==> config.mk <==
export PLATFORM = sky130hd
export DESIGN_NAME = cape_device_flat
export DESIGN_NICKNAME = d
export VERILOG_FILES = /design/src/inc/cape_pkg.sv /design/src/inc/cape_isa_if.sv /design/src/rtl/cape_device.sv /design/src/flat_wrapper.sv
export SDC_FILE = /design/constraint.sdc
export NUM_CORES = 1
export LEC_CHECK = 0
export BUFFER_PORTS_ARGS = -buffer_cell sky130_fd_sc_hd__buf_2
export CAP_MARGIN = 20
export CORE_AREA = 2 2 139 154
export CTS_CLUSTER_SIZE = 14
export DETAILED_ROUTE_END_ITERATION = 10
export DIE_AREA = 0 0 141 156
export MAX_ROUTING_LAYER = met4
export SYNTH_ARGS = -nofsm -noshare
export SYNTH_HDL_FRONTEND = slang
export SYNTH_SLANG_ARGS = --single-unit
==> constraint.sdc <==
create_clock -name clk_in -period 2.2 [get_ports clk_in]
set_input_delay 0 -clock clk_in [delete_from_list [all_inputs] [get_ports clk_in]]
set_output_delay 0 -clock clk_in [all_outputs]
set_load 0.02 [all_outputs]
==> src/inc/cape_pkg.sv <==
// cape_pkg: constants and types shared by the config access and pin remap ends
// assumes: a 10-bit ISA I/O space and one 50 MHz clock on both ends
package cape_pkg;
   // ----------------------------------------------------------------------
   // I/O port addresses
   // ----------------------------------------------------------------------
   localparam logic [9:0] EXT_FUNC_ENABLE_ADDR = 10'h250;
   localparam logic [9:0] EXT_FUNC_INDEX_ADDR = 10'h251;
   localparam logic [9:0] EXT_FUNC_DATA_ADDR = 10'h252;
   localparam logic [9:0] GAME_PORT_ADDR = 10'h201;
   // ide decode, address bits 9:3 for the task file, 9:1 for the control pair
   localparam logic [6:0] IDE_TASK_PRI = 7'h3E;
   localparam logic [6:0] IDE_TASK_SEC = 7'h2E;
   localparam logic [8:0] IDE_CTRL_PRI = 9'h1FB;
   localparam logic [8:0] IDE_CTRL_SEC = 9'h1BB;
   // ----------------------------------------------------------------------
   // configuration registers
   // ----------------------------------------------------------------------
   localparam logic [7:0] UNLOCK_KEY_HI = 8'h89;
   localparam logic [7:0] UNLOCK_KEY_LO = 8'h88;
   localparam int CFG_COUNT = 12;
   localparam logic [3:0] CFG_LAST_INDEX = 4'hB;
   localparam logic [3:0] PORT_ENABLE_CONFIG_IDX = 4'h0;
   localparam logic [3:0] ADAPTER_ADDRESS_IDX = 4'h2;
   localparam logic [3:0] EXTENDED_CONFIG_IDX = 4'h9;
   localparam int DISK_PORT_DISABLE_BIT = 7;
   localparam int DISK_PORT_ADDR_SELECT_BIT = 6;
   localparam int PORT_MODE_HI_BIT = 3;
   localparam int PORT_MODE_LO_BIT = 2;
   localparam int UPPER_PORT_MODE_BIT = 7;
   localparam int CONFIG_LOCK_BIT = 6;
   localparam logic [5:0] CR0_LOW_RESET = 6'h00;
   localparam logic [7:0] CFG_RESET = 8'h00;
   localparam logic [7:0] LOCKED_READ = 8'hFF;
   // ----------------------------------------------------------------------
   // port modes {upper bit, mode hi, mode lo}
   // ----------------------------------------------------------------------
   typedef enum logic [2:0] {
      CAPE_MODE_NATIVE = 3'b000,
      CAPE_MODE_EXT_FDD = 3'b001,
      CAPE_MODE_ADAPTER = 3'b010,
      CAPE_MODE_DUAL_FDD = 3'b011,
      CAPE_MODE_JOYSTICK = 3'b100,
      CAPE_MODE_EPP = 3'b101,
      CAPE_MODE_ECP = 3'b110,
      CAPE_MODE_ECP_EPP = 3'b111
   } cape_mode_e;
   // ----------------------------------------------------------------------
   // host end: cycle length and avalon word map
   // ----------------------------------------------------------------------
   localparam logic [3:0] IO_CYCLES = 4'h8;
   localparam logic [1:0] AV_ADDR_REG = 2'h0;
   localparam logic [1:0] AV_WDATA_REG = 2'h1;
   localparam logic [1:0] AV_CMD_REG = 2'h2;
   localparam logic [1:0] AV_STATUS_REG = 2'h3;
   localparam int CMD_READ_BIT = 0;
   localparam int CMD_WRITE_BIT = 1;
   localparam int CMD_DMA_ACK_BIT = 2;
   localparam int CMD_TC_BIT = 3;
   typedef enum logic [1:0] {
      CAPE_HOST_IDLE = 2'b00,
      CAPE_HOST_CYCLE = 2'b01,
      CAPE_HOST_DONE = 2'b10
   } cape_host_state_e;
endpackage

==> src/inc/cape_isa_if.sv <==
// cape_isa_if: the host isa bus between the host end and the device end
// assumes: both ends on the same clock; the host holds a cycle several clocks
`timescale 1ns/1ps
`default_nettype none
interface cape_isa_if;
   logic [9:0] io_addr;
   logic [7:0] io_wdata;
   logic [7:0] io_rdata;
   logic io_rd;
   logic io_wr;
   logic host_dma_ack;
   logic host_tc;
   logic host_dma_request;
   logic host_irq7;
   modport dev (
      input io_addr, io_wdata, io_rd, io_wr, host_dma_ack, host_tc,
      output io_rdata, host_dma_request, host_irq7
   );
   modport host (
      output io_addr, io_wdata, io_rd, io_wr, host_dma_ack, host_tc,
      input io_rdata, host_dma_request, host_irq7
   );
endinterface
`default_nettype wire

==> src/rtl/cape_device.sv <==
// cape_device: config register gate, printer pin remapping, game and ide decode
// assumes: isa cycles held by the host for many clocks; connector pins async
// Functional notes
// - single external mode: drive B moved, pins idle
// - dual external mode: A and B pins idle
// - external modes: fdc inputs ORed with PD4-PD0
// - adapter strobes only on address match, DMA or adapter address write
// - adapter DMA request forwarded to host
// - host DMA acknowledge passed to adapter unchanged
// - host terminal count passed to adapter
// - adapter interrupt level drives IRQ7 through the pin synchroniser
// - software picks adapter mode by mode bits
// - adapter address write pulses both strobes, address out
// - matched I/O drives data, low address, strobe
// - adapter DMA cycles relayed like matched I/O
// - joystick mode drives four control pins high
// - joystick buttons PD5/PD4, paddles PD1/PD0 timed
// - game strobes low on I/O 201H
// - cold reset latches straps into config bits
// - unlock key 89H or 88H chosen by strap
// - index 00H-0BH at 251H, data at 252H
// - non-key write or lock bit relocks access
// - only cold reset restores config registers
// - config 0 bit 7 disables ide port
// - config 0 bit 6 selects ide range
// - mode bits: 01 single, 10 adapter, 11 dual
//
// The Avalon-MM interface to the registers was left to the implementer.
`timescale 1ns/1ps
`default_nettype none
module cape_device (
   input wire logic clk_in,
   input wire logic rst_n_in,
   cape_isa_if.dev isa,
   input wire logic master_reset_pin_in,
   input wire logic strap_disk_port_disable_in,
   input wire logic strap_disk_port_addr_select_in,
   input wire logic strap_game_key_in,
   input wire logic [7:0] pd_in,
   output logic [7:0] pd_out,
   output logic [7:0] pd_oe_out,
   input wire logic [3:0] spp_ctrl_in,
   output logic strobe_out,
   output logic auto_feed_out,
   output logic select_in_out,
   output logic printer_reset_line_out,
   output logic adapter_write_strobe_out,
   output logic adapter_read_strobe_out,
   output logic [2:0] adapter_addr_low_out,
   input wire logic adapter_dma_request_in,
   input wire logic adapter_irq_in,
   output logic adapter_dma_ack_out,
   output logic adapter_terminal_count_out,
   input wire logic [4:0] fdd_native_in,
   output logic [4:0] fdd_to_fdc_out,
   input wire logic [1:0] fdc_motor_in,
   input wire logic [1:0] fdc_select_in,
   output logic drive_a_motor_out,
   output logic drive_a_select_out,
   output logic drive_b_motor_out,
   output logic drive_b_select_out,
   output logic [3:0] ext_drive_ctrl_out,
   output logic game_read_strobe_out,
   output logic game_write_strobe_out,
   output logic disk_port_cs0_n_out,
   output logic disk_port_cs1_n_out
);
   // ----------------------------------------------------------------------
   // pin synchronisers
   // ----------------------------------------------------------------------
   localparam int SYNC_W = 16;
   logic [SYNC_W-1:0] raw_pins;
   logic [SYNC_W-1:0] s1_q;
   logic [SYNC_W-1:0] s2_q;
   logic [SYNC_W-1:0] s3_q;
   logic [SYNC_W-1:0] pins_q;
   assign raw_pins = {fdd_native_in, master_reset_pin_in, adapter_irq_in,
      adapter_dma_request_in, pd_in};
   genvar gi;
   generate
      for (gi = 0; gi < SYNC_W; gi++) begin : g_sync
         always_ff @(posedge clk_in) begin
            if (!rst_n_in) begin
               s1_q[gi] <= 1'b0;
               s2_q[gi] <= 1'b0;
               s3_q[gi] <= 1'b0;
               pins_q[gi] <= 1'b0;
            end else begin
               s1_q[gi] <= raw_pins[gi];
               s2_q[gi] <= s1_q[gi];
               s3_q[gi] <= s2_q[gi];
               if (s2_q[gi] == s3_q[gi]) begin
                  pins_q[gi] <= s3_q[gi];
               end
            end
         end
      end
   endgenerate
   logic [7:0] pd_sync;
   logic [4:0] fdd_sync;
   logic cold_reset;
   assign pd_sync = pins_q[7:0];
   assign fdd_sync = pins_q[15:11];
   assign cold_reset = pins_q[10];

   // ----------------------------------------------------------------------
   // configuration registers and access gate
   // ----------------------------------------------------------------------
   logic [7:0] cfg_q [0:cape_pkg::CFG_COUNT-1];
   logic unlocked_q;
   logic [3:0] index_q;
   logic game_key_q;
   logic access_ok;
   logic wr_enable;
   logic wr_index;
   logic wr_data;
   logic index_valid;
   logic [7:0] unlock_key;
   assign unlock_key = game_key_q ? cape_pkg::UNLOCK_KEY_HI : cape_pkg::UNLOCK_KEY_LO;
   assign access_ok = unlocked_q
      & ~cfg_q[cape_pkg::EXTENDED_CONFIG_IDX][cape_pkg::CONFIG_LOCK_BIT];
   assign wr_enable = isa.io_wr & (isa.io_addr == cape_pkg::EXT_FUNC_ENABLE_ADDR);
   assign wr_index = isa.io_wr & (isa.io_addr == cape_pkg::EXT_FUNC_INDEX_ADDR) & access_ok;
   assign wr_data = isa.io_wr & (isa.io_addr == cape_pkg::EXT_FUNC_DATA_ADDR) & access_ok;
   assign index_valid = (index_q <= cape_pkg::CFG_LAST_INDEX);

   always_ff @(posedge clk_in) begin
      if (!rst_n_in) begin
         unlocked_q <= 1'b0;
      end else if (wr_enable) begin
         unlocked_q <= (isa.io_wdata == unlock_key);
      end
   end

   always_ff @(posedge clk_in) begin
      if (!rst_n_in) begin
         index_q <= cape_pkg::PORT_ENABLE_CONFIG_IDX;
      end else if (wr_index) begin
         index_q <= isa.io_wdata[3:0];
      end
   end

   // straps are caught while the master reset pin is high, not by rst_n_in
   always_ff @(posedge clk_in) begin
      if (cold_reset) begin
         game_key_q <= strap_game_key_in;
      end
   end

   generate
      for (gi = 0; gi < cape_pkg::CFG_COUNT; gi++) begin : g_cfg
         always_ff @(posedge clk_in) begin
            if (cold_reset) begin
               if (gi == 0) begin
                  cfg_q[gi] <= {strap_disk_port_disable_in, strap_disk_port_addr_select_in,
                                cape_pkg::CR0_LOW_RESET};
               end else begin
                  cfg_q[gi] <= cape_pkg::CFG_RESET;
               end
            end else if (wr_data && index_valid && (index_q == 4'(gi))) begin
               cfg_q[gi] <= isa.io_wdata;
            end
         end
      end
   endgenerate

   // ----------------------------------------------------------------------
   // mode decode
   // ----------------------------------------------------------------------
   cape_pkg::cape_mode_e mode;
   logic ext_mode;
   logic adp_mode;
   logic joy_mode;
   logic [7:0] adp_addr;
   assign mode = cape_pkg::cape_mode_e'({
      cfg_q[cape_pkg::EXTENDED_CONFIG_IDX][cape_pkg::UPPER_PORT_MODE_BIT],
      cfg_q[cape_pkg::PORT_ENABLE_CONFIG_IDX][cape_pkg::PORT_MODE_HI_BIT],
      cfg_q[cape_pkg::PORT_ENABLE_CONFIG_IDX][cape_pkg::PORT_MODE_LO_BIT]});
   assign ext_mode = (mode == cape_pkg::CAPE_MODE_EXT_FDD)
      | (mode == cape_pkg::CAPE_MODE_DUAL_FDD);
   assign adp_mode = (mode == cape_pkg::CAPE_MODE_ADAPTER);
   assign joy_mode = (mode == cape_pkg::CAPE_MODE_JOYSTICK);
   assign adp_addr = cfg_q[cape_pkg::ADAPTER_ADDRESS_IDX];

   // ----------------------------------------------------------------------
   // adapter relay
   // ----------------------------------------------------------------------
   logic adp_match;
   logic adp_dma;
   logic adp_wr;
   logic adp_rd;
   logic adp_reset_q;
   assign adp_match = adp_mode & (isa.io_addr[9:3] == adp_addr[6:0]) & ~isa.host_dma_ack;
   assign adp_dma = adp_mode & isa.host_dma_ack;
   assign adp_wr = isa.io_wr & (adp_match | adp_dma);
   assign adp_rd = isa.io_rd & (adp_match | adp_dma);

   always_ff @(posedge clk_in) begin
      if (!rst_n_in) begin
         adp_reset_q <= 1'b0;
      end else begin
         adp_reset_q <= wr_data & (index_q == cape_pkg::ADAPTER_ADDRESS_IDX);
      end
   end

   always_ff @(posedge clk_in) begin
      if (!rst_n_in) begin
         adapter_write_strobe_out <= 1'b1;
         adapter_read_strobe_out <= 1'b1;
         adapter_addr_low_out <= 3'h0;
         pd_out <= 8'h00;
         pd_oe_out <= 8'h00;
      end else begin
         adapter_write_strobe_out <= ~(adp_wr | (adp_mode & adp_reset_q));
         adapter_read_strobe_out <= ~(adp_rd | (adp_mode & adp_reset_q));
         adapter_addr_low_out <= adp_mode ? isa.io_addr[2:0] : 3'h0;
         if (adp_mode && adp_reset_q) begin
            pd_out <= adp_addr;
            pd_oe_out <= 8'hFF;
         end else if (adp_wr) begin
            pd_out <= isa.io_wdata;
            pd_oe_out <= 8'hFF;
         end else begin
            pd_out <= 8'h00;
            pd_oe_out <= 8'h00;
         end
      end
   end

   // dma and interrupt pass through the adapter pairs
   assign isa.host_dma_request = adp_mode & pins_q[8];
   assign isa.host_irq7 = adp_mode & pins_q[9];
   assign adapter_dma_ack_out = adp_mode & isa.host_dma_ack;
   assign adapter_terminal_count_out = adp_mode & isa.host_tc;

   // ----------------------------------------------------------------------
   // floppy remapping (drive pins active low, 1 is idle)
   // ----------------------------------------------------------------------
   always_ff @(posedge clk_in) begin
      if (!rst_n_in) begin
         fdd_to_fdc_out <= 5'h00;
         drive_a_motor_out <= 1'b1;
         drive_a_select_out <= 1'b1;
         drive_b_motor_out <= 1'b1;
         drive_b_select_out <= 1'b1;
         ext_drive_ctrl_out <= 4'hF;
      end else begin
         fdd_to_fdc_out <= ext_mode ? (fdd_sync | pd_sync[4:0]) : fdd_sync;
         drive_a_motor_out <= (mode == cape_pkg::CAPE_MODE_DUAL_FDD) | fdc_motor_in[0];
         drive_a_select_out <= (mode == cape_pkg::CAPE_MODE_DUAL_FDD) | fdc_select_in[0];
         drive_b_motor_out <= ext_mode | fdc_motor_in[1];
         drive_b_select_out <= ext_mode | fdc_select_in[1];
         ext_drive_ctrl_out[1:0] <= (mode == cape_pkg::CAPE_MODE_DUAL_FDD)
            ? {fdc_select_in[0], fdc_motor_in[0]} : 2'b11;
         ext_drive_ctrl_out[3:2] <= ext_mode ? {fdc_select_in[1], fdc_motor_in[1]} : 2'b11;
      end
   end

   // ----------------------------------------------------------------------
   // joystick and game port
   // ----------------------------------------------------------------------
   logic game_rd;
   logic game_wr;
   logic [1:0] paddle_q;
   assign game_rd = isa.io_rd & (isa.io_addr == cape_pkg::GAME_PORT_ADDR);
   assign game_wr = isa.io_wr & (isa.io_addr == cape_pkg::GAME_PORT_ADDR);
   assign game_read_strobe_out = ~game_rd;
   assign game_write_strobe_out = ~game_wr;

   // each one-shot fires on a game port write in joystick mode and ends when its paddle line rises
   generate
      for (gi = 0; gi < 2; gi++) begin : g_paddle
         always_ff @(posedge clk_in) begin
            if (!rst_n_in) begin
               paddle_q[gi] <= 1'b0;
            end else if (joy_mode && game_wr) begin
               paddle_q[gi] <= 1'b1;
            end else if (pd_sync[gi]) begin
               paddle_q[gi] <= 1'b0;
            end
         end
      end
   endgenerate

   always_ff @(posedge clk_in) begin
      if (!rst_n_in) begin
         strobe_out <= 1'b1;
         auto_feed_out <= 1'b1;
         select_in_out <= 1'b1;
         printer_reset_line_out <= 1'b1;
      end else begin
         strobe_out <= joy_mode | spp_ctrl_in[0];
         auto_feed_out <= joy_mode | spp_ctrl_in[1];
         select_in_out <= joy_mode | spp_ctrl_in[2];
         printer_reset_line_out <= joy_mode | spp_ctrl_in[3];
      end
   end

   // ----------------------------------------------------------------------
   // ide decode
   // ----------------------------------------------------------------------
   logic ide_on;
   logic ide_pri;
   assign ide_on = ~cfg_q[cape_pkg::PORT_ENABLE_CONFIG_IDX][cape_pkg::DISK_PORT_DISABLE_BIT]
      & (isa.io_rd | isa.io_wr) & ~isa.host_dma_ack;
   assign ide_pri = cfg_q[cape_pkg::PORT_ENABLE_CONFIG_IDX][cape_pkg::DISK_PORT_ADDR_SELECT_BIT];
   assign disk_port_cs0_n_out = ~(ide_on & (isa.io_addr[9:3] ==
      (ide_pri ? cape_pkg::IDE_TASK_PRI : cape_pkg::IDE_TASK_SEC)));
   assign disk_port_cs1_n_out = ~(ide_on & (isa.io_addr[9:1] ==
      (ide_pri ? cape_pkg::IDE_CTRL_PRI : cape_pkg::IDE_CTRL_SEC)));

   // ----------------------------------------------------------------------
   // read data
   // ----------------------------------------------------------------------
   always_ff @(posedge clk_in) begin
      if (!rst_n_in) begin
         isa.io_rdata <= cape_pkg::LOCKED_READ;
      end else if (isa.io_addr == cape_pkg::EXT_FUNC_DATA_ADDR) begin
         isa.io_rdata <= (access_ok && index_valid) ? cfg_q[index_q]
            : cape_pkg::LOCKED_READ;
      end else if (adp_rd) begin
         isa.io_rdata <= pd_sync;
      end else if (joy_mode && isa.io_addr == cape_pkg::GAME_PORT_ADDR) begin
         isa.io_rdata <= {2'b11, pd_sync[5:4], 2'b11, paddle_q};
      end else begin
         isa.io_rdata <= cape_pkg::LOCKED_READ;
      end
   end
endmodule
`default_nettype wire

==> src/flat_wrapper.sv <==
// flat-port wrapper written by rule: the top's interface ports become plain ports
module cape_device_flat 
  (clk_in, rst_n_in, master_reset_pin_in, strap_disk_port_disable_in, strap_disk_port_addr_select_in, strap_game_key_in, pd_in, pd_out, pd_oe_out, spp_ctrl_in, strobe_out, auto_feed_out, select_in_out, printer_reset_line_out, adapter_write_strobe_out, adapter_read_strobe_out, adapter_addr_low_out, adapter_dma_request_in, adapter_irq_in, adapter_dma_ack_out, adapter_terminal_count_out, fdd_native_in, fdd_to_fdc_out, fdc_motor_in, fdc_select_in, drive_a_motor_out, drive_a_select_out, drive_b_motor_out, drive_b_select_out, ext_drive_ctrl_out, game_read_strobe_out, game_write_strobe_out, disk_port_cs0_n_out, disk_port_cs1_n_out, isa_io_addr, isa_io_wdata, isa_io_rd, isa_io_wr, isa_host_dma_ack, isa_host_tc, isa_io_rdata, isa_host_dma_request, isa_host_irq7);
  cape_isa_if isa_i ();
  input wire logic clk_in;
  input wire logic rst_n_in;
  input wire logic master_reset_pin_in;
  input wire logic strap_disk_port_disable_in;
  input wire logic strap_disk_port_addr_select_in;
  input wire logic strap_game_key_in;
  input wire logic [7:0] pd_in;
  output logic [7:0] pd_out;
  output logic [7:0] pd_oe_out;
  input wire logic [3:0] spp_ctrl_in;
  output logic strobe_out;
  output logic auto_feed_out;
  output logic select_in_out;
  output logic printer_reset_line_out;
  output logic adapter_write_strobe_out;
  output logic adapter_read_strobe_out;
  output logic [2:0] adapter_addr_low_out;
  input wire logic adapter_dma_request_in;
  input wire logic adapter_irq_in;
  output logic adapter_dma_ack_out;
  output logic adapter_terminal_count_out;
  input wire logic [4:0] fdd_native_in;
  output logic [4:0] fdd_to_fdc_out;
  input wire logic [1:0] fdc_motor_in;
  input wire logic [1:0] fdc_select_in;
  output logic drive_a_motor_out;
  output logic drive_a_select_out;
  output logic drive_b_motor_out;
  output logic drive_b_select_out;
  output logic [3:0] ext_drive_ctrl_out;
  output logic game_read_strobe_out;
  output logic game_write_strobe_out;
  output logic disk_port_cs0_n_out;
  output logic disk_port_cs1_n_out;
  input wire logic [$bits(isa_i.io_addr)-1:0] isa_io_addr;
  input wire logic [$bits(isa_i.io_wdata)-1:0] isa_io_wdata;
  input wire logic [$bits(isa_i.io_rd)-1:0] isa_io_rd;
  input wire logic [$bits(isa_i.io_wr)-1:0] isa_io_wr;
  input wire logic [$bits(isa_i.host_dma_ack)-1:0] isa_host_dma_ack;
  input wire logic [$bits(isa_i.host_tc)-1:0] isa_host_tc;
  output wire logic [$bits(isa_i.io_rdata)-1:0] isa_io_rdata;
  output wire logic [$bits(isa_i.host_dma_request)-1:0] isa_host_dma_request;
  output wire logic [$bits(isa_i.host_irq7)-1:0] isa_host_irq7;
  assign isa_i.io_addr = isa_io_addr;
  assign isa_i.io_wdata = isa_io_wdata;
  assign isa_i.io_rd = isa_io_rd;
  assign isa_i.io_wr = isa_io_wr;
  assign isa_i.host_dma_ack = isa_host_dma_ack;
  assign isa_i.host_tc = isa_host_tc;
  assign isa_io_rdata = isa_i.io_rdata;
  assign isa_host_dma_request = isa_i.host_dma_request;
  assign isa_host_irq7 = isa_i.host_irq7;
  cape_device u_core (.clk_in(clk_in), .rst_n_in(rst_n_in), .isa(isa_i), .master_reset_pin_in(master_reset_pin_in), .strap_disk_port_disable_in(strap_disk_port_disable_in), .strap_disk_port_addr_select_in(strap_disk_port_addr_select_in), .strap_game_key_in(strap_game_key_in), .pd_in(pd_in), .pd_out(pd_out), .pd_oe_out(pd_oe_out), .spp_ctrl_in(spp_ctrl_in), .strobe_out(strobe_out), .auto_feed_out(auto_feed_out), .select_in_out(select_in_out), .printer_reset_line_out(printer_reset_line_out), .adapter_write_strobe_out(adapter_write_strobe_out), .adapter_read_strobe_out(adapter_read_strobe_out), .adapter_addr_low_out(adapter_addr_low_out), .adapter_dma_request_in(adapter_dma_request_in), .adapter_irq_in(adapter_irq_in), .adapter_dma_ack_out(adapter_dma_ack_out), .adapter_terminal_count_out(adapter_terminal_count_out), .fdd_native_in(fdd_native_in), .fdd_to_fdc_out(fdd_to_fdc_out), .fdc_motor_in(fdc_motor_in), .fdc_select_in(fdc_select_in), .drive_a_motor_out(drive_a_motor_out), .drive_a_select_out(drive_a_select_out), .drive_b_motor_out(drive_b_motor_out), .drive_b_select_out(drive_b_select_out), .ext_drive_ctrl_out(ext_drive_ctrl_out), .game_read_strobe_out(game_read_strobe_out), .game_write_strobe_out(game_write_strobe_out), .disk_port_cs0_n_out(disk_port_cs0_n_out), .disk_port_cs1_n_out(disk_port_cs1_n_out));
endmodule
## After elaboration in Yosys (flattened, before gate mapping)

Memories as Yosys holds them, arrays and structs flattened. A register that Yosys moved wholly into a read port is not among the register bits.
Cells that the tools add are included.
Widths: inputs -> output; s select.

- Order comparisons: 1
- Equal/unequal tests: 39
- Multiplexer cells: 68
- Bitwise logic cells: 57
- Reduce and logical (&&, ||, !) cells: 23

Operators by type and width:

| kind | number |
|---|---|
| $mux 8 | 19 |
| $mux 1 | 43 |
| $eq 10x10->1 const B | 4 |
| $or 1x1->1 | 25 |
| $and 1x1->1 | 22 |
| $logic_and 1x1->1 | 17 |
| $eq 1x1->1 | 16 |
| $eq 4x3->1 const B | 4 |
| $eq 4x4->1 const B | 4 |
| $eq 7x7->1 | 2 |
| $mux 5 | 2 |
| $eq 9x9->1 | 1 |
| $not 1->1 | 9 |
| $eq 4x2->1 const B | 2 |
| $eq 8x8->1 | 1 |
| $mux 4 | 2 |
| $mux 7 | 1 |
| $eq 3x2->1 const B | 2 |
| $mux 6 | 1 |
| $reduce_and 2->1 | 3 |
| $or 5x5->5 | 1 |
| $eq 4x1->1 const B | 1 |
| $le 4x4->1 const B | 1 |
| $logic_not 4->1 | 1 |
| other kinds (3) | 4 |

- Flip-flop bits (word level): 119
- Memory bits (writable): 96
- Input bits: 51
- Word-level logic and storage cells: 276
- Memories kept: 1

Memory list:

| memory | words | bits a word | rd ports | clocked after Yosys merged registers in | wr ports | RTL line | RTL |
|---|---|---|---|---|---|---|---|
| u_core.cfg_q | 12 | 8 | 4 | 1 | 12 | cape_device.sv:109 | `logic [7:0] cfg_q [0:cape_pkg::CFG_COUNT-1];` |

## Logic depth before layout (Yosys ltp)

An unclocked memory read counts as a cell.

- Word-level depth: 10
- Depth in mapped cells: 7

## Worst setup path after synthesis

No wires, ideal clock.

- Kind: reg2reg
- Start: mem u_core.cfg_q[9][6]
- End: mem u_core.cfg_q[0][6] (data pin)
- Data arrival time: 1,449 ps
- Data required time: 1,940 ps
- Setup slack: 491 ps
- Stages on the path, launching flop included: 6
- Path buffers: 0
- Period minus slack after synthesis: 1,709 ps
- Path through: edfxtp_1 -> nand3b_1 -> nor2_1 -> nand3_4 -> nor3_4 -> mux2_2

RTL lines:

| what | RTL line |
|---|---|
| from (decl) | cape_device.sv:109 |

==> impl_metrics.tcl <==
set metrics [dict create \
    status "finished clean" \
    synthCells 698 \
    dp_hpwl_mm 15.1 \
    cts_made_buffers 21 \
    multi_input_area_um2 3050 \
    syn-cell-area_um2 8470 \
    cts_tree "yes" \
    switching_share_pct 20.1 \
    grt_max_degree 75 \
    finalSetupTns_ns 0 \
    r2r_setup_slack_ns 0.16 \
    synth_nets 749 \
    peakVddDrop_uv 375 \
    clockPowerShare_pct 44.3 \
    die_w_um 141 \
    synth_warnings 0 \
    rsz0062_at_grt "no" \
    clk_pin_slew_worst_paths_ns 0.06 \
    crit_path_start_kind "primary input" \
    seqPwrFrac_pct 52.3 \
    layout-drive-gt1-share_pct 22.5 \
    syn_area_per_cell_um2 12.1 \
    vias 5795 \
    worstHoldEndpoint "u_core.paddle_q[0]$_SDFFE_PN0P_" \
    portBuffers 104 \
    final_cell_mix "and2_1 (116), dfxtp_1 (115), buf_2 (104)" \
    overflow 0 \
    synthDistinctLibCells 45 \
    die_area_um2 22000 \
    first_iter_violations 417 \
    finalHoldViolCount 0 \
    period_share_pct 95.6 \
    fmax_ghz 0.476 \
    place_congestion 0.839 \
    reg2reg_depth 5 \
    fill_cells 1756 \
    comb_power_share_pct 3.4 \
    p_switching_uw 1600 \
    drv_slew 0 \
    synth-seq-cells 212 \
    clk_latency_ns 0.50 \
    yosysSeqAreaShare_pct 61.6 \
    gr-usage-all-layers_pct 20.1 \
    die_y_um 156 \
    wirelength_mm 21.7 \
    first_pass_iters 4 \
    p_total_uw 7930 \
    max-slew-margin-rel_pct 65.5 \
    intPower_uw 6330 \
    clock_path_buffers 3 \
    core-area_um2 20400 \
    postSynth.asyncResetShare_pct 0 \
    grt_pass1_vias 5701 \
    crit_type "in -> reg" \
    setup_viol 0 \
    remaining_drc_errors 0 \
    ff_latch_area_um2 5220 \
    fin_crit_ns 2.10 \
    nets 894 \
    synth_edf_count 97 \
    row_count 55 \
    critPathCaptureType "register" \
    tightest_slew_ns 0.513 \
    worstHoldStart "isa_io_addr[8]" \
    power.density_nw_per_um2 765 \
    rr_endpoint "u_core.isa.io_rdata[7]$_SDFF_PN1_" \
    grt_pass1_wl_mm 32.3 \
    hold_path_class "in -> reg" \
    ys.flop_type "dfxtp_1" \
    final_common_cell "and2_1" \
    p_leak_uw 0.00379 \
    htree_levels 1 \
    io-pin-count 105 \
    start_util_pct 41.4 \
    cts_root_buffer "clkbuf_16" \
    ant_nets 0 \
    area_growth_syn_to_layout_pct 22.4 \
    fin_skew_ns 0.00825 \
    via_per_inst 5.20 \
    wl_per_cell_um 19.5 \
    antenna_found_initial 1 \
    worstPathMaxFanout 8 \
    required_ns 2.36 \
    min_path_cells 5 \
    cap_viol_max_count 0 \
    clock_sinks 212 \
    ctsResizeCount 0 \
    arrival_ns 2.26 \
]
[layout make-up]
type / count / share of cell area (%)
diodes: 1 / 0.0241
clock buffers: 29 / 5.55
clock inverters: 9 / 0.978
inverters: 3 / 0.109
multi-input cells: 442 / 29.4
flip-flops and latches: 212 / 50.3
well taps: 256 / 3.09
repair buffers: 163 / 10.5
[kinds of logic after synthesis]
family / Yosys count / share of synthesized area, %
xor gates and xnor gates: 9 / 0.931
and+or+nand+nor: 303 / 20.2
buffers and inverters: 44 / 2.39
AOI/OAI and AO/OA: 84 / 6.49
muxes: 46 / 8.42
DFF: 212 / 61.6
[worst max-delay path, stage by stage]
cell and delay (ns):
dlygate4sd3_1 0.54, buf_2 0.17, nor4b_4 0.30, and4b_1 0.36
nand2_1 0.15, nor3_2 0.33, a21o_1 0.41
[power by group through the flow]
stage	logic [µW]	clock network (µW)	registers [µW]
after floorplan	93.2	0	4230
final	269	3510	4150
after detailed placement	210	0	4230
after global placement	208	0	4230
after global routing	290	3710	4150
after CTS	268	3570	4150
[state kept, by name, summed over array words and instances, names as in the netlist, 4 cells and up, named ones only]
register                   cells
u_core.cfg_q                  96
u_core.ext_drive_ctrl_out      4
u_core.fdd_sync                5
u_core.fdd_to_fdc_out          5
u_core.index_q                 4
u_core.isa.io_rdata            8
u_core.pd_out                  8
u_core.pd_sync                 8
u_core.s1_q                   16
u_core.s2_q                   16
u_core.s3_q                   16
[worst max-delay path by stage]
stage,from,end,slack (ns),cells past startpoint
after global routing,isa_io_addr[2],u_core.cfg_q[0][7]$_DFFE_PP_,0.01,7
after CTS,isa_io_addr[2],u_core.cfg_q[0][7]$_DFFE_PP_,0.11,7
after floorplan,u_core.cfg_q[9][6]$_SDFFCE_PN0P_,u_core.cfg_q[0][6]$_DFFE_PP_,0.49,5
after global placement,register,u_core.isa.io_rdata[7]$_SDFF_PN1_,0.17,5
final,isa_io_addr[2],u_core.cfg_q[0][0]$_SDFFCE_PN0P_,0.1,7
after detailed placement,register,u_core.isa.io_rdata[7]$_SDFF_PN1_,0.16,5
[synthesized netlist by cell type (2+ instances only)]
cell type	count	area, µm²
xor2_1	6	52.6
edfxtp_1	97	2910
nand4b_1	4	35.0
inv_1	3	11.3
nor3b_1	5	37.5
buf_2	6	30.0
mux2_2	2	22.5
nand2b_1	7	43.8
a21oi_1	10	50.1
nor4_1	2	12.5
a21boi_0	21	158
a211oi_1	4	30.0
or2_2	4	25.0
nand3b_1	3	22.5
a31o_2	5	43.8
clkbuf_1	26	97.6
mux4_2	20	450
and3_1	7	43.8
o32a_1	2	20.0
buf_4	8	60.1
a21o_1	9	67.6
nor2b_1	18	113
nand3_1	16	80.1
o21ai_0	29	145
nand4_1	3	18.8
nor2_1	53	199
nand2_1	53	199
mux2i_1	24	240
xnor2_1	3	26.3
nor3_2	3	30.0
dfxtp_1	115	2300
and2_1	116	726
o211ai_1	2	15.0
[what timing repair did]
action,4_1_cts,5_1_grt
hold endpoints to repair,46,0
endpoints found under the setup margin,0,0
hold buffers,41,0
setup buffers,0,0
[metrics by stage]
step	area (µm²)	hold slack, ns	std cells	util, %	setup WS [ns]
floorplan	8470	0.0989	698	-	0.491
global placement	9280	0.188	1035	45.4	0.174
detailed placement	9280	0.191	1035	45.4	0.157
CTS	10400	0.140	1114	50.7	0.112
global route	10400	0.176	1115	50.7	0.00972
finish	10400	0.151	1115	50.7	0.0973
[routing by layer]
layer,track usage [%],routed length (µm)
met3,3.68,1420
met2,33.3,10400
met5,-,0
met4,7.57,666
met1,24.7,9220
Power figures use the tool's default switching activity.
